**config.mk**
```make
export PLATFORM = sky130hd
export DESIGN_NAME = pwmcs_top
export DESIGN_NICKNAME = d
export VERILOG_FILES = /design/src/design/pwmcs_pkg.sv /design/src/design/pwmcs_channel.sv /design/src/design/pwmcs_top.sv
export VERILOG_INCLUDE_DIRS = /design/src /design/src/design
export SDC_FILE = /design/constraint.sdc
export NUM_CORES = 1
export LEC_CHECK = 0
export BUFFER_PORTS_ARGS = -buffer_cell sky130_fd_sc_hd__buf_4
export CAP_MARGIN = 10
export CORE_ASPECT_RATIO = 1.75
export CORE_MARGIN = 2
export CORE_UTILIZATION = 50
export CTS_BUF_LIST = sky130_fd_sc_hd__clkbuf_16
export CTS_CLUSTER_SIZE = 40
export DETAILED_ROUTE_END_ITERATION = 8
export HOLD_SLACK_MARGIN = 0.05
export PLACE_DENSITY = 0.7
export SKIP_CTS_REPAIR_TIMING = 1
export SLEW_MARGIN = 20
export SYNTH_ARGS = -nofsm -noshare
export SYNTH_HDL_FRONTEND = slang
export SYNTH_SLANG_ARGS = --single-unit
export TNS_END_PERCENT = 1
```
**constraint.sdc**
```tcl
create_clock -name aclk -period 2.5 [get_ports aclk]
set_input_delay 0.5 -clock aclk [delete_from_list [all_inputs] [get_ports aclk]]
set_output_delay 0.5 -clock aclk [all_outputs]
set_load 0.02 [all_outputs]
```
**src/design/pwmcs_cfg.svh**
```systemverilog
// Register offsets, field positions, reset values and widths of the PWM bank
`ifndef PWMCS_CFG_SVH
`define PWMCS_CFG_SVH

// ----------------------------------------------------------------------------
// Register map
// ----------------------------------------------------------------------------
// Pin function select: register index 0x0D, byte address four times it
`define PWMCS_MODE_INDEX     8'h0D
`define PWMCS_MODE_ADDR      8'h34
`define PWMCS_LEVEL_BASE     8'h00
`define PWMCS_LEVEL_COUNT    4'hA
`define PWMCS_TUNE_LO_ADDR   8'h40
`define PWMCS_TUNE_HI_ADDR   8'h44
`define PWMCS_SEL_HI_ADDR    8'h48
`define PWMCS_PORT_ADDR      8'h4C
`define PWMCS_PINS_ADDR      8'h50

// ----------------------------------------------------------------------------
// Fields and reset values
// ----------------------------------------------------------------------------
`define PWMCS_MODE_RESET     8'h7F
`define PWMCS_MODE_WIDE_BIT  7
`define PWMCS_PIN_COUNT      7
`define PWMCS_LEVEL_W        6
`define PWMCS_TUNE_W         14
`define PWMCS_DUTY_RESET     8'h00
`define PWMCS_PORT_RESET     7'h00
`define PWMCS_RESP_OKAY      2'h0
`define PWMCS_RESP_SLVERR    2'h2

`endif

```
**src/design/pwmcs_pkg.sv**
```systemverilog
// Types shared by the PWM bank files
`default_nettype none

package pwmcs_pkg;

  // --------------------------------------------------------------------------
  // Register decode result
  // --------------------------------------------------------------------------
  typedef enum logic [2:0] {
    PWMCS_REG_NONE    = 3'b000,
    PWMCS_REG_LEVEL   = 3'b001,
    PWMCS_REG_MODE    = 3'b010,
    PWMCS_REG_TUNE_LO = 3'b011,
    PWMCS_REG_TUNE_HI = 3'b100,
    PWMCS_REG_SEL_HI  = 3'b101,
    PWMCS_REG_PORT    = 3'b110,
    PWMCS_REG_PINS    = 3'b111
  } pwmcs_reg_t;

  // Pin function select register layout
  typedef struct packed {
    logic       wide;
    logic [6:0] port_sel;
  } pwmcs_mode_t;

endpackage : pwmcs_pkg

`default_nettype wire

```
**src/design/pwmcs_channel.sv**
```systemverilog
// One modulator channel with optional narrow compare width
`timescale 1ns/10ps
`default_nettype none

module pwmcs_channel #(
  parameter int MAX_W    = 14,
  parameter int NARROW_W = 6
) (
  input  wire logic             aclk,
  input  wire logic             aresetn,
  input  wire logic             wide,
  input  wire logic [MAX_W-1:0] duty,
  output logic                  pwm_out
);

  // --------------------------------------------------------------------------
  // Parameter check
  // --------------------------------------------------------------------------
  if (NARROW_W < 1 || NARROW_W > MAX_W) begin : g_bad_width
    $error("pwmcs_channel: NARROW_W must lie in 1..MAX_W");
  end

  logic [MAX_W-1:0] cnt_reg;
  logic [MAX_W-1:0] cnt_next;
  logic             out_reg;
  logic             out_next;

  // --------------------------------------------------------------------------
  // Counter and compare
  // --------------------------------------------------------------------------
  // Narrow mode wraps every 2**NARROW_W clocks so short periods stay short
  always_comb begin
    cnt_next = cnt_reg + {{(MAX_W-1){1'b0}}, 1'b1};
    if (wide) begin
      out_next = cnt_reg < duty;
    end else begin
      out_next = cnt_reg[NARROW_W-1:0] < duty[NARROW_W-1:0];
    end
  end

  always_ff @(posedge aclk) begin
    if (!aresetn) begin
      cnt_reg <= '0;
      out_reg <= 1'b0;
    end else begin
      cnt_reg <= cnt_next;
      out_reg <= out_next;
    end
  end

  assign pwm_out = out_reg;

endmodule : pwmcs_channel

`default_nettype wire

```
**src/design/pwmcs_top.sv**
```systemverilog
// Eleven-channel PWM bank with pin function select and AXI4-Lite registers
// Notes on behaviour
// - Eleven independent modulator channels
// - Channels one to ten: six-bit duty, except channel six when wide
// - Tuning channel: fourteen-bit duty, two registers
// - Selectable channel runs six or fourteen bits
// - Mode register steers seven multiplexed pins
// - Select bit 0 modulator, 1 port output
// - Mode resets to 0x7F, pins start ports
//
// Local design decision: the AXI4-Lite slave port.
`timescale 1ns/10ps
`include "pwmcs_cfg.svh"
`default_nettype none

module pwmcs_top (
  input  wire logic        aclk,
  input  wire logic        aresetn,
  input  wire logic [7:0]  s_axi_awaddr,
  input  wire logic        s_axi_awvalid,
  output logic             s_axi_awready,
  input  wire logic [31:0] s_axi_wdata,
  input  wire logic [3:0]  s_axi_wstrb,
  input  wire logic        s_axi_wvalid,
  output logic             s_axi_wready,
  output logic [1:0]       s_axi_bresp,
  output logic             s_axi_bvalid,
  input  wire logic        s_axi_bready,
  input  wire logic [7:0]  s_axi_araddr,
  input  wire logic        s_axi_arvalid,
  output logic             s_axi_arready,
  output logic [31:0]      s_axi_rdata,
  output logic [1:0]       s_axi_rresp,
  output logic             s_axi_rvalid,
  input  wire logic        s_axi_rready,
  output logic [10:0]      channel_out,
  output logic [6:0]       mux_pin_out
);

  // --------------------------------------------------------------------------
  // Address decode
  // --------------------------------------------------------------------------
  function automatic pwmcs_pkg::pwmcs_reg_t decode(input logic [7:0] addr);
    pwmcs_pkg::pwmcs_reg_t r;
    r = pwmcs_pkg::PWMCS_REG_NONE;
    if (addr[1:0] != 2'h0) begin
      r = pwmcs_pkg::PWMCS_REG_NONE;
    end else if (addr[7:6] == 2'h0 && addr[5:2] < `PWMCS_LEVEL_COUNT) begin
      r = pwmcs_pkg::PWMCS_REG_LEVEL;
    end else if (addr == `PWMCS_MODE_ADDR) begin
      r = pwmcs_pkg::PWMCS_REG_MODE;
    end else if (addr == `PWMCS_TUNE_LO_ADDR) begin
      r = pwmcs_pkg::PWMCS_REG_TUNE_LO;
    end else if (addr == `PWMCS_TUNE_HI_ADDR) begin
      r = pwmcs_pkg::PWMCS_REG_TUNE_HI;
    end else if (addr == `PWMCS_SEL_HI_ADDR) begin
      r = pwmcs_pkg::PWMCS_REG_SEL_HI;
    end else if (addr == `PWMCS_PORT_ADDR) begin
      r = pwmcs_pkg::PWMCS_REG_PORT;
    end else if (addr == `PWMCS_PINS_ADDR) begin
      r = pwmcs_pkg::PWMCS_REG_PINS;
    end
    return r;
  endfunction : decode

  // --------------------------------------------------------------------------
  // State
  // --------------------------------------------------------------------------
  pwmcs_pkg::pwmcs_mode_t mode_reg,    mode_next;
  logic [5:0]             level_reg    [10];
  logic [5:0]             level_next   [10];
  logic [7:0]             tune_lo_reg, tune_lo_next;
  logic [5:0]             tune_hi_reg, tune_hi_next;
  logic [7:0]             sel_hi_reg,  sel_hi_next;
  logic [6:0]             port_reg,    port_next;
  logic [6:0]             pin_reg,     pin_next;
  logic [10:0]            chan_reg,    chan_next;
  logic [10:0]            raw;
  logic [7:0]             awaddr_reg,  awaddr_next;
  logic [7:0]             wdata_reg,   wdata_next;
  logic                   wstrb_reg,   wstrb_next;
  logic                   aw_have_reg, aw_have_next;
  logic                   w_have_reg,  w_have_next;
  logic                   awready_reg, awready_next;
  logic                   wready_reg,  wready_next;
  logic                   bvalid_reg,  bvalid_next;
  logic [1:0]             bresp_reg,   bresp_next;
  logic                   arready_reg, arready_next;
  logic                   rvalid_reg,  rvalid_next;
  logic [31:0]            rdata_reg,   rdata_next;
  logic [1:0]             rresp_reg,   rresp_next;

  // --------------------------------------------------------------------------
  // Channels
  // --------------------------------------------------------------------------
  // Level channels one to ten sit on raw[0..9], tuning channel on raw[10]
  for (genvar i = 0; i < 10; i++) begin : g_level
    if (i == 5) begin : g_sel
      pwmcs_channel #(.MAX_W(`PWMCS_TUNE_W), .NARROW_W(`PWMCS_LEVEL_W)) u_ch (
        .aclk    (aclk),
        .aresetn (aresetn),
        .wide    (mode_reg.wide),
        .duty    ({sel_hi_reg, level_reg[i]}),
        .pwm_out (raw[i])
      );
    end else begin : g_fix
      pwmcs_channel #(.MAX_W(`PWMCS_LEVEL_W), .NARROW_W(`PWMCS_LEVEL_W)) u_ch (
        .aclk    (aclk),
        .aresetn (aresetn),
        .wide    (1'b0),
        .duty    (level_reg[i]),
        .pwm_out (raw[i])
      );
    end
  end

  pwmcs_channel #(.MAX_W(`PWMCS_TUNE_W), .NARROW_W(`PWMCS_TUNE_W)) u_tune (
    .aclk    (aclk),
    .aresetn (aresetn),
    .wide    (1'b1),
    .duty    ({tune_hi_reg, tune_lo_reg}),
    .pwm_out (raw[10])
  );

  // --------------------------------------------------------------------------
  // Pin multiplexing
  // --------------------------------------------------------------------------
  always_comb begin
    chan_next = raw;
    // Bit 0 gates channel one; bits 6..1 gate eleven, six, five, four..two
    pin_next[0] = mode_reg.port_sel[0] ? port_reg[0] : raw[0];
    for (int k = 1; k < 6; k++) begin
      pin_next[k] = mode_reg.port_sel[k] ? port_reg[k] : raw[k];
    end
    pin_next[6] = mode_reg.port_sel[6] ? port_reg[6] : raw[10];
  end

  always_ff @(posedge aclk) begin
    if (!aresetn) begin
      chan_reg <= '0;
      pin_reg  <= `PWMCS_PORT_RESET;
    end else begin
      chan_reg <= chan_next;
      pin_reg  <= pin_next;
    end
  end

  // --------------------------------------------------------------------------
  // AXI4-Lite slave and register writes
  // --------------------------------------------------------------------------
  always_comb begin
    pwmcs_pkg::pwmcs_reg_t wsel;
    pwmcs_pkg::pwmcs_reg_t rsel;
    logic                  do_wr;
    do_wr         = aw_have_reg && w_have_reg && !bvalid_reg;
    wsel          = decode(awaddr_reg);
    rsel          = decode(s_axi_araddr);
    mode_next     = mode_reg;
    level_next    = level_reg;
    tune_lo_next  = tune_lo_reg;
    tune_hi_next  = tune_hi_reg;
    sel_hi_next   = sel_hi_reg;
    port_next     = port_reg;
    awaddr_next   = awaddr_reg;
    wdata_next    = wdata_reg;
    wstrb_next    = wstrb_reg;
    aw_have_next  = aw_have_reg;
    w_have_next   = w_have_reg;
    bvalid_next   = bvalid_reg && !s_axi_bready;
    bresp_next    = bresp_reg;
    rvalid_next   = rvalid_reg && !s_axi_rready;
    rdata_next    = rdata_reg;
    rresp_next    = rresp_reg;
    if (s_axi_awvalid && awready_reg) begin
      awaddr_next  = s_axi_awaddr;
      aw_have_next = 1'b1;
    end
    if (s_axi_wvalid && wready_reg) begin
      wdata_next  = s_axi_wdata[7:0];
      wstrb_next  = s_axi_wstrb[0];
      w_have_next = 1'b1;
    end
    if (do_wr) begin
      aw_have_next = 1'b0;
      w_have_next  = 1'b0;
      bvalid_next  = 1'b1;
      bresp_next   = (wsel == pwmcs_pkg::PWMCS_REG_NONE) ?
                     `PWMCS_RESP_SLVERR : `PWMCS_RESP_OKAY;
      // Only byte lane 0 carries data; other lanes are ignored
      if (wstrb_reg) begin
        case (wsel)
          pwmcs_pkg::PWMCS_REG_LEVEL:
            level_next[awaddr_reg[5:2]] = wdata_reg[5:0];
          pwmcs_pkg::PWMCS_REG_MODE:    mode_next    = wdata_reg;
          pwmcs_pkg::PWMCS_REG_TUNE_LO: tune_lo_next = wdata_reg;
          pwmcs_pkg::PWMCS_REG_TUNE_HI: tune_hi_next = wdata_reg[5:0];
          pwmcs_pkg::PWMCS_REG_SEL_HI:  sel_hi_next  = wdata_reg;
          pwmcs_pkg::PWMCS_REG_PORT:    port_next    = wdata_reg[6:0];
          default: ;
        endcase
      end
    end
    if (s_axi_arvalid && arready_reg) begin
      rvalid_next = 1'b1;
      rresp_next  = `PWMCS_RESP_OKAY;
      rdata_next  = '0;
      case (rsel)
        pwmcs_pkg::PWMCS_REG_LEVEL:
          rdata_next[5:0] = level_reg[s_axi_araddr[5:2]];
        pwmcs_pkg::PWMCS_REG_MODE:    rdata_next[7:0] = mode_reg;
        pwmcs_pkg::PWMCS_REG_TUNE_LO: rdata_next[7:0] = tune_lo_reg;
        pwmcs_pkg::PWMCS_REG_TUNE_HI: rdata_next[5:0] = tune_hi_reg;
        pwmcs_pkg::PWMCS_REG_SEL_HI:  rdata_next[7:0] = sel_hi_reg;
        pwmcs_pkg::PWMCS_REG_PORT:    rdata_next[6:0] = port_reg;
        pwmcs_pkg::PWMCS_REG_PINS:    rdata_next[6:0] = pin_reg;
        default:                      rresp_next      = `PWMCS_RESP_SLVERR;
      endcase
    end
    // One write and one read in flight; readies drop while a slot is held
    awready_next = !aw_have_next && !bvalid_next;
    wready_next  = !w_have_next && !bvalid_next;
    arready_next = !rvalid_next;
  end

  always_ff @(posedge aclk) begin
    if (!aresetn) begin
      mode_reg    <= `PWMCS_MODE_RESET;
      for (int k = 0; k < 10; k++) begin
        level_reg[k] <= 6'(`PWMCS_DUTY_RESET);
      end
      tune_lo_reg <= `PWMCS_DUTY_RESET;
      tune_hi_reg <= '0;
      sel_hi_reg  <= `PWMCS_DUTY_RESET;
      port_reg    <= `PWMCS_PORT_RESET;
      awaddr_reg  <= '0;
      wdata_reg   <= '0;
      wstrb_reg   <= 1'b0;
      aw_have_reg <= 1'b0;
      w_have_reg  <= 1'b0;
      awready_reg <= 1'b0;
      wready_reg  <= 1'b0;
      bvalid_reg  <= 1'b0;
      bresp_reg   <= `PWMCS_RESP_OKAY;
      arready_reg <= 1'b0;
      rvalid_reg  <= 1'b0;
      rdata_reg   <= '0;
      rresp_reg   <= `PWMCS_RESP_OKAY;
    end else begin
      mode_reg    <= mode_next;
      level_reg   <= level_next;
      tune_lo_reg <= tune_lo_next;
      tune_hi_reg <= tune_hi_next;
      sel_hi_reg  <= sel_hi_next;
      port_reg    <= port_next;
      awaddr_reg  <= awaddr_next;
      wdata_reg   <= wdata_next;
      wstrb_reg   <= wstrb_next;
      aw_have_reg <= aw_have_next;
      w_have_reg  <= w_have_next;
      awready_reg <= awready_next;
      wready_reg  <= wready_next;
      bvalid_reg  <= bvalid_next;
      bresp_reg   <= bresp_next;
      arready_reg <= arready_next;
      rvalid_reg  <= rvalid_next;
      rdata_reg   <= rdata_next;
      rresp_reg   <= rresp_next;
    end
  end

  // --------------------------------------------------------------------------
  // Outputs
  // --------------------------------------------------------------------------
  assign s_axi_awready = awready_reg;
  assign s_axi_wready  = wready_reg;
  assign s_axi_bvalid  = bvalid_reg;
  assign s_axi_bresp   = bresp_reg;
  assign s_axi_arready = arready_reg;
  assign s_axi_rvalid  = rvalid_reg;
  assign s_axi_rdata   = rdata_reg;
  assign s_axi_rresp   = rresp_reg;
  assign channel_out   = chan_reg;
  assign mux_pin_out   = pin_reg;

endmodule : pwmcs_top

`default_nettype wire

```
==> results.py <==
metrics = {
    "finish": {
        "mostFrequentLayoutCells": "dfxtp_1, nor2b_1, mux2i_1",
        "largest_reg_flops": 60,
        "syn_to_final_growth_pct": 10.91,
        "layout.nets": 1459,
        "final_common_cell": "dfxtp_1",
        "n_antenna_cell": 0,
        "layout-drive-gt1-share": 0.1210,
    },
    "setup_path": {
        "cp_data_arrival_time_ns": 2.48,
        "cp.required_ns": 2.91,
        "crit_buf_inv": 1,
        "crit_type": "reg2reg",
        "startpoint_type": "flip-flop",
        "crit_fanout": 14,
        "cp_slowest_cell": "dfxtp_1",
        "crit_family": "simple AND/OR/NAND/NOR gates",
        "cp_cell_sequence": "or3_4 -> nand4_2 -> buf_4 -> nand3_2 -> mux2i_1 -> nor2b_1",
        "cp_slowest_stage_delay_ns": 0.47,
        "crit_path_end_kind": "flip-flop",
    },
    "drt": {
        "postRouteAntennaNets": 0,
        "vias": 8828,
        "drt_iter0_drc": 304,
        "via_per_inst": 5.373,
        "wl_per_cell_um": 17.32,
        "dr.pass1.iters": 5,
        "drc_errors": 0,
        "wl_um": 28460,
    },
    "job": {
        "maxCapViolCount": 0,
    },
    "power_and_ir_drop": {
        "p_leak_nw": 5.770,
        "power_frac_clock": 0.417,
        "vdd_ir_drop_max_uv": 381.4,
        "switching_power_w": 0.001886,
        "internal-power_w": 0.006096,
        "pwr-share-seq": 0.510,
        "power_density_nw_per_um2": 583.6,
        "comb_power_share": 0.074,
        "switching_share": 0.2363,
    },
    "sta": {
        "max_freq_mhz": 482.9,
        "slew_viol_final": 0,
        "hold-worst-slack_ns": 0.2385,
        "fin_setup_tns_ns": 0,
        "skew_ns": 0.009978,
        "min_period_over_period": 0.8283,
        "worst_pin_slew_ns": 1.007,
        "period_needed_ns": 2.071,
        "rsz0062_at_grt": "false",
        "max_slew_margin": 0.3276,
        "hold_viol": 0,
        "setup_viol": 0,
    },
    "run_status": {
        "status": "complete, no violations",
    },
    "yosys": {
        "synth_area_um2": 12330,
        "ys_types": 60,
        "yosysWarnings": 0,
        "synth-seq-cells": 242,
        "synthArstFlopShare": 0,
        "synth_edf_count": 0,
        "syn_avg_cell_area_um2": 9.688,
        "seq_area_frac_synth": 0.3928,
        "synth_cells": 1273,
        "synth_ff_type": "dfxtp_1",
    },
    "place": {
        "io_buffers": 64,
        "gp_congestion": 0.8747,
        "hpwl_um": 20750,
    },
    "global_routing": {
        "grt_pass1_vias": 9039,
        "overflow": 0,
        "antenna_found_initial": 0,
        "grt_max_degree": 85,
        "track_usage": 0.2244,
        "grt_pass1_wl_um": 45910,
    },
    "floorplanning": {
        "io_pins": 118,
        "initial_core_util": 0.5047,
        "die_w_um": 122.7,
        "design.die.area_um2": 25990,
        "core-area_um2": 24440,
        "die_h_um": 211.8,
        "fp-row-count": 76,
    },
    "clock_tree": {
        "cts_buffer_depth": 3,
        "tritoncts": "done",
        "cts_inserted_buffers": 23,
        "cts_root_buf": "clkbuf_16",
        "clk_pin_slew_ns": 0.06,
        "clk_latency_ns": 0.52,
        "h-tree-depth": 1,
        "numClockSinks": 242,
    },
    "worst_hold_path": {
        "min_path_type": "in2reg",
    },
}
[tightest hold or removal path: cells and delay by family]
| kind | cells | cell delay (ns) |
|---|---|---|
| buffers and inverters | 1 | 0.11 |
| AO/OA/AOI/OAI | 1 | 0.06 |
| AND/OR/NAND/NOR | 1 | 0.04 |
[worst paths after layout]
path / end / start / cells after the start / slack [ns]
setup / recovery: level_reg[12]$_SDFFE_PN0P_ / awaddr_reg[3]$_SDFFE_PN0P_ / 6 / 0.43
hold / removal: awaddr_reg[6]$_SDFFE_PN0P_ / s_axi_awaddr[6] / 3 / 0.24
setup reg to reg: level_reg[12]$_SDFFE_PN0P_ / awaddr_reg[3]$_SDFFE_PN0P_ / 6 / 0.43
hold reg to reg: channel_out[7]$_SDFF_PN0_ / g_level[7].g_fix.u_ch.pwm_out$_SDFF_PN0_ / 1 / 0.43
[kinds of logic after synthesis]
| logic type | count (synthesis) | share of synthesized area |
|---|---|---|
| DFF | 242 | 0.3928 |
| adders and majority gates | 82 | 0.08319 |
| muxes | 134 | 0.1221 |
| and+or+nand+nor | 430 | 0.2075 |
| xor gates and xnor gates | 59 | 0.04190 |
| other | 1 | 0.0003041 |
| buffers and inverters | 169 | 0.06229 |
| AOI/OAI and AO/OA | 156 | 0.08989 |
[through the flow]
step           area (um2)  power, W  utilization  setup WS [ns]  cells
2_1_floorplan       12430  0.004576            -         0.5883   1298
3_3_place_gp        12990  0.004732       0.5313         0.3073   1605
3_5_place_dp        12990  0.004741       0.5313         0.2760   1605
4_1_cts             13680  0.008061       0.5597         0.4335   1643
5_1_grt             13680  0.008281       0.5597         0.2457   1643
6_report            13680  0.007982       0.5597         0.4292   1643
[area by class of cell]
type | instances | area (um2)
Clock buffer | 23 | 575.6
Clock inverter | 15 | 117.6
Fill cell | 2184 | 10760
Inverter | 82 | 307.8
Multi-Input combinational cell | 887 | 6814
Sequential cell | 242 | 4845
Tap cell | 312 | 390.4
Timing Repair Buffer | 82 | 628.1
[power groups by stage]
stage / clock network (W) / logic [W] / registers, W
floorplan: 0 / 0.000455 / 0.00412
global placement: 0 / 0.000579 / 0.00415
detailed placement: 0 / 0.000587 / 0.00415
CTS: 0.00340 / 0.000592 / 0.00407
global route: 0.00355 / 0.000655 / 0.00408
finish: 0.00333 / 0.000587 / 0.00407
[synth_stat cells, types with 7 or more instances]
| cell type | n | area [um2] |
|---|---|---|
| nand2b_1 | 17 | 106.4 |
| nand3_2 | 8 | 80.08 |
| o211a_1 | 9 | 90.09 |
| xor2_1 | 13 | 113.9 |
| buf_2 | 11 | 55.05 |
| nor2_1 | 29 | 108.9 |
| mux2i_1 | 110 | 1101 |
| a21boi_0 | 19 | 142.6 |
| xnor2_1 | 46 | 402.9 |
| nand4_1 | 11 | 68.82 |
| inv_1 | 82 | 307.8 |
| mux4_2 | 12 | 270.3 |
| nand3_1 | 33 | 165.2 |
| nor3_1 | 9 | 45.04 |
| a31oi_1 | 12 | 75.07 |
| o21ai_0 | 31 | 155.2 |
| a21oi_1 | 18 | 90.09 |
| nor2b_1 | 122 | 763.2 |
| nand2_1 | 80 | 300.3 |
| ha_1 | 82 | 1026 |
| a211oi_1 | 15 | 112.6 |
| buf_4 | 28 | 210.2 |
| mux2_2 | 12 | 135.1 |
| and2_1 | 84 | 525.5 |
| dfxtp_1 | 242 | 4845 |
| a22oi_1 | 7 | 52.55 |
| clkbuf_1 | 44 | 165.2 |
| a21o_1 | 25 | 187.7 |
[per-layer routing]
metal	routed length, um	vias to the layer above	GRT usage	share of wire
met5	0	-	0	0
met3	960	79	0.02452	0.034
li1	-	4366	-	-
met2	15520	181	0.4321	0.55
met1	10450	4202	0.2287	0.37
met4	1527	0	0.1205	0.054
Note: power is estimated with default switching activity, not from simulation.
